File: src/shared/fwgrp_pkg.sv
package fwgrp_pkg;
  // ----------------------------------------------------------------
  // widths and layout
  // ----------------------------------------------------------------
  localparam int unsigned ADDR_W          = 16;
  localparam int unsigned DATA_W          = 8;
  localparam int unsigned ROW_BYTES       = 128;
  localparam int unsigned ROW_SHIFT       = 7;
  localparam int unsigned WREN_BIT        = 0;
  localparam int unsigned ERASE_EN_BIT    = 1;
  localparam int unsigned BYPASS_BIT      = 6;
  localparam int unsigned WAKE_MAX_CYC    = 3;
  localparam int unsigned SENSE_PULSE_CYC = 1;
  // ----------------------------------------------------------------
  // reset values
  // ----------------------------------------------------------------
  localparam logic [7:0]  STORE_CTL_RST   = 8'h00;
  localparam logic [7:0]  SCALE_RST       = 8'h00;
  localparam logic        VMON_EN_RST     = 1'b1;
  localparam logic        VMON_RST_SEL    = 1'b1;
  localparam logic [7:0]  ERASED_BYTE     = 8'hFF;
  // ----------------------------------------------------------------
  // register selects on the core port
  // ----------------------------------------------------------------
  typedef enum logic [2:0] {
    FWGRP_SEL_STORE       = 3'b000,
    FWGRP_SEL_SCALE       = 3'b001,
    FWGRP_SEL_FLASH_WRITE = 3'b010,
    FWGRP_SEL_RESET_SRC   = 3'b011,
    FWGRP_SEL_VMON        = 3'b100
  } fwgrp_sel_t;
endpackage

File: src/shared/fwgrp_if.sv
`timescale 1ns/100ps
interface fwgrp_if;
  import fwgrp_pkg::*;
  logic              reg_wr;
  fwgrp_pkg::fwgrp_sel_t reg_sel;
  logic [DATA_W-1:0] reg_wdata;
  logic [DATA_W-1:0] reg_rdata;
  logic              fl_rd;
  logic              fl_wr;
  logic [ADDR_W-1:0] fl_addr;
  logic [DATA_W-1:0] fl_wdata;
  logic [DATA_W-1:0] fl_rdata;
  logic              fl_busy;
  logic              err_reset;
  logic              idle_req;
  logic              wake;
  logic              run;
  modport dev (
    input  reg_wr, reg_sel, reg_wdata, fl_rd, fl_wr, fl_addr, fl_wdata, idle_req, wake,
    output reg_rdata, fl_rdata, fl_busy, err_reset, run
  );
  modport core (
    output reg_wr, reg_sel, reg_wdata, fl_rd, fl_wr, fl_addr, fl_wdata, idle_req, wake,
    input  reg_rdata, fl_rdata, fl_busy, err_reset, run
  );
endinterface

File: src/rtl/fwgrp_dev.sv
// Function
// - modify without supply monitor: refuse, error reset
// - power-on reset enables monitor and reset source
// - interrupts posted during flash operation stay pending
// - one-shot pulse drives sense amp enable
// - one-shot active after reset; bit6 bypasses
// - restore: clear bypass, then nonzero write
// - 128-byte rows; row is address/128
// - wake from idle within three cycles
// - write enable sits at control bit zero
// - software disables interrupts around write enable
// - software re-enables monitor before flash operation
// - reset-source writes direct, power-on flag set
// - software uses internal oscillator during operations
// - error reset sets the flash error flag
// - write needs write enable; erase needs both
`timescale 1ns/100ps
module fwgrp_dev #(
  parameter int unsigned OP_CYC = 4
) (
  input  wire logic                    clock_in,
  input  wire logic                    rstn_in,
  input  wire logic                    por_in,
  fwgrp_if.dev                         bus,
  input  wire logic [7:0]              irq_in,
  output logic      [7:0]              irq_pend_out,
  output logic                         sense_en_out,
  output logic                         row_change_out,
  output logic [fwgrp_pkg::ADDR_W-8:0] row_out,
  output logic [fwgrp_pkg::ADDR_W-1:0] mem_addr_out,
  output logic [7:0]                   mem_wdata_out,
  output logic                         mem_write_out,
  output logic                         mem_erase_out,
  input  wire logic [7:0]              mem_rdata_in
);
  import fwgrp_pkg::*;

  // ----------------------------------------------------------------
  // elaboration checks
  // ----------------------------------------------------------------
  // the busy counter is eight bits wide
  if (OP_CYC < 1 || OP_CYC > 255) begin : g_bad_op_cyc
    $error("OP_CYC must lie between 1 and 255");
  end

  // ----------------------------------------------------------------
  // state
  // ----------------------------------------------------------------
  logic [7:0]        program_store_control;
  logic [7:0]        next_program_store_control;
  logic [7:0]        flash_scaling_register;
  logic [7:0]        next_flash_scaling_register;
  logic              vmon_en;
  logic              next_vmon_en;
  logic              vmon_sel;
  logic              next_vmon_sel;
  logic              flash_error_flag;
  logic              next_flash_error_flag;
  logic              power_on_reset_flag;
  logic              next_power_on_reset_flag;
  logic              bypass_arm;
  logic              next_bypass_arm;
  logic              err;
  logic              next_err;
  logic [7:0]        pend;
  logic [7:0]        next_pend;
  logic [7:0]        busy_cnt;
  logic [7:0]        next_busy_cnt;
  logic [ADDR_W-8:0] row;
  logic [ADDR_W-8:0] next_row;
  logic [7:0]        rdata;
  logic [7:0]        next_rdata;
  logic              idle;
  logic              next_idle;
  logic              ok;
  logic              wr_ok;
  logic              er_ok;
  logic              busy;
  logic              modify;

  // ----------------------------------------------------------------
  // guard and register logic
  // ----------------------------------------------------------------
  assign busy   = (busy_cnt != 8'h00);
  assign ok     = vmon_en && vmon_sel;
  assign wr_ok  = program_store_control[WREN_BIT];
  assign er_ok  = wr_ok && program_store_control[ERASE_EN_BIT];
  // a modify attempt is only seen when the write enable is set
  assign modify = bus.fl_wr && !busy && wr_ok;

  always_comb begin
    next_program_store_control  = program_store_control;
    next_flash_scaling_register = flash_scaling_register;
    next_vmon_en                = vmon_en;
    next_vmon_sel               = vmon_sel;
    next_flash_error_flag       = flash_error_flag;
    next_power_on_reset_flag    = power_on_reset_flag;
    next_bypass_arm             = bypass_arm;
    next_err                    = 1'b0;
    if (bus.reg_wr) begin
      case (bus.reg_sel)
        FWGRP_SEL_STORE: begin
          next_program_store_control = {5'h00, bus.reg_wdata[2:0]};
        end
        FWGRP_SEL_SCALE: begin
          next_flash_scaling_register = bus.reg_wdata;
          // clearing bypass only takes effect on the next nonzero write
          if (flash_scaling_register[BYPASS_BIT] && !bus.reg_wdata[BYPASS_BIT]) begin
            next_flash_scaling_register[BYPASS_BIT] = 1'b1;
            next_bypass_arm                         = 1'b1;
          end
        end
        FWGRP_SEL_FLASH_WRITE: begin
          if (bypass_arm && bus.reg_wdata != 8'h00) begin
            next_flash_scaling_register[BYPASS_BIT] = 1'b0;
          end
        end
        FWGRP_SEL_RESET_SRC: begin
          next_vmon_sel            = bus.reg_wdata[1];
          next_power_on_reset_flag = bus.reg_wdata[0];
        end
        FWGRP_SEL_VMON: begin
          next_vmon_en = bus.reg_wdata[7];
        end
        default: begin
        end
      endcase
      // any other register write between clear and kick cancels the restore
      if (bus.reg_sel != FWGRP_SEL_SCALE) next_bypass_arm = 1'b0;
    end
    // a refused modify wins over a same-cycle control write
    if (modify && !ok) begin
      next_err                   = 1'b1;
      next_flash_error_flag      = 1'b1;
      next_program_store_control = STORE_CTL_RST;
    end
  end

  always_ff @(posedge clock_in) begin
    if (!rstn_in) begin
      program_store_control  <= STORE_CTL_RST;
      flash_scaling_register <= SCALE_RST;
      vmon_en                <= VMON_EN_RST;
      vmon_sel               <= VMON_RST_SEL;
      power_on_reset_flag    <= 1'b1;
      flash_error_flag       <= 1'b0;
      bypass_arm             <= 1'b0;
      err                    <= 1'b0;
    end else begin
      program_store_control  <= next_program_store_control;
      flash_scaling_register <= next_flash_scaling_register;
      vmon_en                <= next_vmon_en;
      vmon_sel               <= next_vmon_sel;
      power_on_reset_flag    <= next_power_on_reset_flag;
      flash_error_flag       <= next_flash_error_flag;
      bypass_arm             <= next_bypass_arm;
      err                    <= next_err;
    end
  end

  // ----------------------------------------------------------------
  // operation timer and held interrupts
  // ----------------------------------------------------------------
  // pending bits accumulate and are only hidden while an operation runs,
  // so nothing posted during a modify is lost
  always_comb begin
    next_busy_cnt = busy ? busy_cnt - 8'h01 : busy_cnt;
    if (modify && ok) next_busy_cnt = 8'(OP_CYC);
    next_pend = pend | irq_in;
  end

  always_ff @(posedge clock_in) begin
    if (!rstn_in) begin
      busy_cnt <= 8'h00;
      pend     <= 8'h00;
    end else begin
      busy_cnt <= next_busy_cnt;
      pend     <= next_pend;
    end
  end

  // memory strobes; refused writes never reach the array
  assign mem_addr_out  = bus.fl_addr;
  assign mem_wdata_out = bus.fl_wdata;
  assign mem_write_out = modify && ok && !program_store_control[ERASE_EN_BIT];
  assign mem_erase_out = modify && ok && er_ok;

  // ----------------------------------------------------------------
  // read path, rows, idle
  // ----------------------------------------------------------------
  always_comb begin
    next_rdata = rdata;
    next_row   = row;
    next_idle  = idle;
    if (bus.fl_rd) begin
      next_rdata = mem_rdata_in;
      next_row   = bus.fl_addr[ADDR_W-1:ROW_SHIFT];
    end
    if (bus.idle_req) next_idle = 1'b1;
    if (bus.wake) next_idle = 1'b0;
  end

  always_ff @(posedge clock_in) begin
    if (!rstn_in) begin
      row   <= '0;
      rdata <= 8'h00;
      idle  <= 1'b0;
    end else begin
      row   <= next_row;
      rdata <= next_rdata;
      idle  <= next_idle;
    end
  end

  // ----------------------------------------------------------------
  // outputs
  // ----------------------------------------------------------------
  // one-shot: high for the first half of an access cycle, full cycle on bypass;
  // bypass touches only this enable, never the read data
  assign sense_en_out   = (bus.fl_rd || bus.fl_wr) &&
                          (flash_scaling_register[BYPASS_BIT] || clock_in);
  assign row_change_out = bus.fl_rd && (bus.fl_addr[ADDR_W-1:ROW_SHIFT] != row);
  assign row_out        = row;
  assign irq_pend_out   = busy ? 8'h00 : pend;
  assign bus.fl_rdata   = rdata;
  assign bus.fl_busy    = busy;
  assign bus.err_reset  = err;
  assign bus.run        = !idle;

  always_comb begin
    case (bus.reg_sel)
      FWGRP_SEL_STORE: begin
        bus.reg_rdata = program_store_control;
      end
      FWGRP_SEL_SCALE: begin
        bus.reg_rdata = flash_scaling_register;
      end
      FWGRP_SEL_RESET_SRC: begin
        bus.reg_rdata = {flash_error_flag, 5'h00, vmon_sel, power_on_reset_flag};
      end
      FWGRP_SEL_VMON: begin
        bus.reg_rdata = {vmon_en, 7'h00};
      end
      default: begin
        bus.reg_rdata = 8'h00;
      end
    endcase
  end
endmodule // fwgrp_dev

File: src/flat_wrapper.sv
// flat-port wrapper written by rule: the top's interface ports become plain ports
module fwgrp_dev_flat import fwgrp_pkg::*;
#(
  parameter int unsigned OP_CYC = 4
)
  (clock_in, rstn_in, por_in, irq_in, irq_pend_out, sense_en_out, row_change_out, row_out, mem_addr_out, mem_wdata_out, mem_write_out, mem_erase_out, mem_rdata_in, bus_reg_wr, bus_reg_sel, bus_reg_wdata, bus_fl_rd, bus_fl_wr, bus_fl_addr, bus_fl_wdata, bus_idle_req, bus_wake, bus_reg_rdata, bus_fl_rdata, bus_fl_busy, bus_err_reset, bus_run);
  fwgrp_if bus_i ();
  input  wire logic clock_in;
  input  wire logic rstn_in;
  input  wire logic por_in;
  input  wire logic [7:0] irq_in;
  output logic      [7:0] irq_pend_out;
  output logic sense_en_out;
  output logic row_change_out;
  output logic [fwgrp_pkg::ADDR_W-8:0] row_out;
  output logic [fwgrp_pkg::ADDR_W-1:0] mem_addr_out;
  output logic [7:0] mem_wdata_out;
  output logic mem_write_out;
  output logic mem_erase_out;
  input  wire logic [7:0] mem_rdata_in;
  input wire logic [$bits(bus_i.reg_wr)-1:0] bus_reg_wr;
  input wire logic [$bits(bus_i.reg_sel)-1:0] bus_reg_sel;
  input wire logic [$bits(bus_i.reg_wdata)-1:0] bus_reg_wdata;
  input wire logic [$bits(bus_i.fl_rd)-1:0] bus_fl_rd;
  input wire logic [$bits(bus_i.fl_wr)-1:0] bus_fl_wr;
  input wire logic [$bits(bus_i.fl_addr)-1:0] bus_fl_addr;
  input wire logic [$bits(bus_i.fl_wdata)-1:0] bus_fl_wdata;
  input wire logic [$bits(bus_i.idle_req)-1:0] bus_idle_req;
  input wire logic [$bits(bus_i.wake)-1:0] bus_wake;
  output wire logic [$bits(bus_i.reg_rdata)-1:0] bus_reg_rdata;
  output wire logic [$bits(bus_i.fl_rdata)-1:0] bus_fl_rdata;
  output wire logic [$bits(bus_i.fl_busy)-1:0] bus_fl_busy;
  output wire logic [$bits(bus_i.err_reset)-1:0] bus_err_reset;
  output wire logic [$bits(bus_i.run)-1:0] bus_run;
  assign bus_i.reg_wr = bus_reg_wr;
  assign bus_i.reg_sel = bus_reg_sel;
  assign bus_i.reg_wdata = bus_reg_wdata;
  assign bus_i.fl_rd = bus_fl_rd;
  assign bus_i.fl_wr = bus_fl_wr;
  assign bus_i.fl_addr = bus_fl_addr;
  assign bus_i.fl_wdata = bus_fl_wdata;
  assign bus_i.idle_req = bus_idle_req;
  assign bus_i.wake = bus_wake;
  assign bus_reg_rdata = bus_i.reg_rdata;
  assign bus_fl_rdata = bus_i.fl_rdata;
  assign bus_fl_busy = bus_i.fl_busy;
  assign bus_err_reset = bus_i.err_reset;
  assign bus_run = bus_i.run;
  fwgrp_dev #(.OP_CYC(OP_CYC)) u_core (.clock_in(clock_in), .rstn_in(rstn_in), .por_in(por_in), .bus(bus_i), .irq_in(irq_in), .irq_pend_out(irq_pend_out), .sense_en_out(sense_en_out), .row_change_out(row_change_out), .row_out(row_out), .mem_addr_out(mem_addr_out), .mem_wdata_out(mem_wdata_out), .mem_write_out(mem_write_out), .mem_erase_out(mem_erase_out), .mem_rdata_in(mem_rdata_in));
endmodule
File: config.mk
export PLATFORM = sky130hd
export DESIGN_NAME = fwgrp_dev_flat
export DESIGN_NICKNAME = d
export VERILOG_FILES = /design/src/shared/fwgrp_pkg.sv /design/src/shared/fwgrp_if.sv /design/src/rtl/fwgrp_dev.sv /design/src/flat_wrapper.sv
export SDC_FILE = /design/constraint.sdc
export NUM_CORES = 1
export LEC_CHECK = 0
export BUFFER_PORTS_ARGS = -buffer_cell sky130_fd_sc_hd__buf_4
export CORE_ASPECT_RATIO = 1.1
export CORE_UTILIZATION = 45
export CTS_CLUSTER_DIAMETER = 80
export DETAILED_ROUTE_END_ITERATION = 12
export GPL_TIMING_DRIVEN = 0
export HOLD_SLACK_MARGIN = 0.05
export PLACE_DENSITY_LB_ADDON = 0.05
export RECOVER_POWER = 50
export SLEW_MARGIN = 20
export SYNTH_ARGS = -nofsm -noshare
export SYNTH_HDL_FRONTEND = slang
export SYNTH_SLANG_ARGS = --single-unit
File: constraint.sdc
create_clock -name clock_in -period 2.5 [get_ports clock_in]
set_input_delay 0.5 -clock clock_in [delete_from_list [all_inputs] [get_ports clock_in]]
set_output_delay 0.5 -clock clock_in [all_outputs]
set_load 0.03 [all_outputs]
# --- Yosys cells after proc, flatten, opt, wreduce, memory -nomap -nowiden ---
# Index checks and enable logic that the tools add are counted.
op_classes:
  add_sub_neg: 1
  eq_ne: 7
  muxes: 11
  bitwise: 2
  reduce_logical: 35
ops:
  columns: ["operator", "count"]
  rows:
  - ["$pmux W8 S4", 1]
  - ["$reduce_bool A8 Y1", 2]
  - ["$logic_and A1 B1 Y1", 12]
  - ["$ne A9 B9 Y1", 1]
  - ["$mux W8", 1]
  - ["$or A8 B8 Y8", 1]
  - ["$reduce_and A2 Y1", 4]
  - ["$reduce_bool A2 Y1", 4]
  - ["$sub A8 B1 Y8 const B", 1]
  - ["$eq A3 B2 Y1 const B", 2]
  - ["$mux W1", 6]
  - ["$mux W3", 2]
  - ["$reduce_and A3 Y1", 2]
  - ["$reduce_or A2 Y1", 3]
  - ["$logic_not A1 Y1", 5]
  - ["$eq A3 B1 Y1 const B", 1]
  - ["$eq A3 B3 Y1 const B", 1]
  - ["$logic_not A3 Y1", 1]
  - ["$ne A3 B1 Y1 const B", 1]
  - ["$logic_or A1 B1 Y1", 2]
  - ["$ne A2 B1 Y1 const B", 1]
  - ["$pmux W1 S2", 1]
  - ["$not A1 Y1", 1]
totals:
  regBits: 51
  inputBits: 59
  out_inout_bits: 64
  wordCells: 71

# --- Depth between registers and ports, before layout ---
depth:
  word_depth: 6
  ltp_mapped: 6
  depth_no_buf: 5

==> results.md <==
* Status: finished clean
* Critical path class: flop to output port
* Post-synth top flop: dfxtp_1
* Worst VDD drop at 0.000517 V
* Finished Layout Cells at 460
* Final setup fails at 0
* GPL Wtd Cong at 0.795
* Post-synth top cells: dfxtp_1, nor2_1, mux2i_1, buf_4, and3_1
* DR pass1 iterations at 4
* Inserted Diodes at 0
* Total negative slack at 0 ps
* DR DRC count at 0
* Share of the synthesized area in the top cell type at between 40% and 50%
* Vias in the first global route at 2009
* Routed Antenna Nets at 0
* Hold Path Origin: bus_wake
* DR iter-0 viols at 76
* Ports at 123
* Total GRT Usage at 20.4%
* R2r endpoint: u_core.program_store_control[2]
* Cells after Synth at 271
* Clock latency on the worst-skew pair at 400 ps
* Synth warn at 0
* Die Y at slightly below 80 um
* Synth Register Bits at 51
* Pwr per Cell Area at 881 nW/um^2
* Hold endpoint: u_core.idle
* Design area at ~3500 um^2
* Hold path cells at 2
* Max_cap viols at 0
* Core Region at roughly 5100 um^2
* Placed cell area at 3310 um^2
* Place WS at 176 ps
* CTS tree: done
* Leakage power at 1.60 nW
* Main area contributors after synthesis: dfxtp_1, mux2i_1, buf_4
* Total power at a little over 3 mW
* Nets at 448
* Synth Cell Area at 2430 um^2
* Fin crit share at 97.0%
* DP Cell Count at ~450
* Die width at 72.1 um
* Final min period at 2420 ps
* Critical Path RT at 2000 ps
* Worst hold slack at 235 ps
* Final setup margin at 75.6 ps
* R2R cell count at 6
* Max_slew headroom at 48.1%
* First-pass GRT wire length at just over 9 mm
* Combined area of the multi-input logic cells at 1200 um^2
* Cell taking the most area after synthesis: dfxtp_1
* Final WL at 5.86 mm
* Most frequent cell after synthesis: dfxtp_1
* Rows at 27
* Crit path DAT at 1920 ps
* Fmax at about 410 MHz
* Mean Syn Cell Area at roughly 9.0 um^2
* Share of cells above drive strength 1 at 33.8%
* Hold Path Class: input port to flop
* Reg area at 1030 um^2
* Maximum net fanout on the critical path at 9
* Fraction of registers with async set/reset at 0%
* Final hold viol count at 0
* Max Slew Vio Count at 0
* Die ar. at 5710 um^2
* Vias post-DR at 2244
* Clock transition at path regs at 90 ps
* Worst R2R Start: u_core.busy_cnt[1]
* Final Skew at 4.26 ps
* Pin count of the biggest net entering global routing at 17
* Port Buffers at 104
* Area Growth Syn to Fin at 42.6%
* Starting Density at roughly 48%
* Drt via density at 4.88
* Syn_nets at 332
* DP HPWL at 4.38 mm
* R2R Setup Slk at 510 ps
* Number of fillers in the final layout at 472
* Slew @ Worst Pin at 768 ps
* Register area share after synthesis at between 40% and 50%
* Wirelength per Cell at approximately 13 um
* CP startpoint kind: flop
* Util after Layout at 68.1%
* Unique masters post-synth at 44
* Initial antenna violation count at 0
* EDFF count, synth at 0
* Grt ovf at 0
* CP Capture Type: output port
cells in the final DEF (no fill, tap or decap), types with 3 or more instances in the layout:
master | Yosys | layout
a21oi_1 | 8 | 8
nor4bb_1 | 3 | 3
inv_1 | 6 | 6
dfxtp_1 | 51 | 48
nor3_1 | 8 | 6
and3_1 | 12 | 12
nor4_1 | 4 | 3
nor2_1 | 48 | 48
nand2_1 | 6 | 6
mux2i_1 | 33 | 33
clkbuf_1 | 8 | 36
clkbuf_8 | 0 | 9
and2_1 | 4 | 3
buf_4 | 24 | 102
o21ai_0 | 4 | 4
xnor2_1 | 8 | 8
layout make-up:
class                      instances  area share, %
inverter                           7          0.757
clock inverter                     3           1.95
clock buffer                       9           3.39
buffer                            37           7.17
tap                               72           2.59
timing repair buffer             106           20.1
sequential                        51           29.6
multi-input combinational        175           34.5
worst max-delay path: stages, from the launching register on:
cell and delay, ps:
dfxtp_4 370, or4_4 530, buf_6 160, nor3_4 180, and2_4 160, buf_6 120
where the power goes:
part | switching [mW] | internal [mW]
logic | 0.646 | 0.548
registers | 0.0997 | 0.909
clock network | 0.331 | 0.525
state kept, by name, indices dropped and copies added, names as in the netlist:
signal,cells
u_core.row_out,9
u_core.bus.fl_rdata,8
u_core.busy_cnt,8
u_core.flash_scaling_register,8
u_core.pend,8
u_core.program_store_control,3
u_core.bus.err_reset,1
u_core.bypass_arm,1
u_core.flash_error_flag,1
u_core.idle,1
u_core.power_on_reset_flag,1
u_core.vmon_en,1
u_core.vmon_sel,1
layer usage:
metal / wire [um] / part of all wire [%] / vias up / GRT usage (%)
li1: - / - / 1146 / -
met1: 2510 / 43 / 995 / 23.7
met2: 2810 / 48 / 92 / 35.7
met3: 425 / 7.3 / 11 / 5.46
met4: 112 / 1.9 / 0 / 7.25
met5: 0 / 0 / - / 0
kinds of logic after synthesis:
group                      Yosys count  synth area share, %
and+or+nand+nor                    103                 21.5
DFF                                 51                 41.9
buffers and inverters               45                 10.8
muxes                               33                 13.6
AOI/OAI and AO/OA                   27                 7.55
xor gates and xnor gates            10                 3.60
adders and majority gates            2                 1.03
timing repair:
item / CTS / global route
setup buffers: 0 / 3
gates cloned: 0 / 0
hold buffers: 0 / 0
resized for setup: 8 / 15
pin swaps: 0 / 1
setup endpoints to repair: 11 / 10
how the worst max path moves through the flow:
stage	start	endpoint	slack, ps	cells past startpoint
floorplan	u_core.busy_cnt[0]	mem_write_out	170	6
global placement	u_core.busy_cnt[0]	mem_write_out	180	7
detailed placement	u_core.busy_cnt[0]	mem_write_out	180	7
CTS	u_core.busy_cnt[0]	mem_write_out	1	7
global route	u_core.busy_cnt[1]	mem_write_out	-10	7
finish	u_core.busy_cnt[2]	mem_erase_out	80	5
Power figures use the tool's default switching activity.
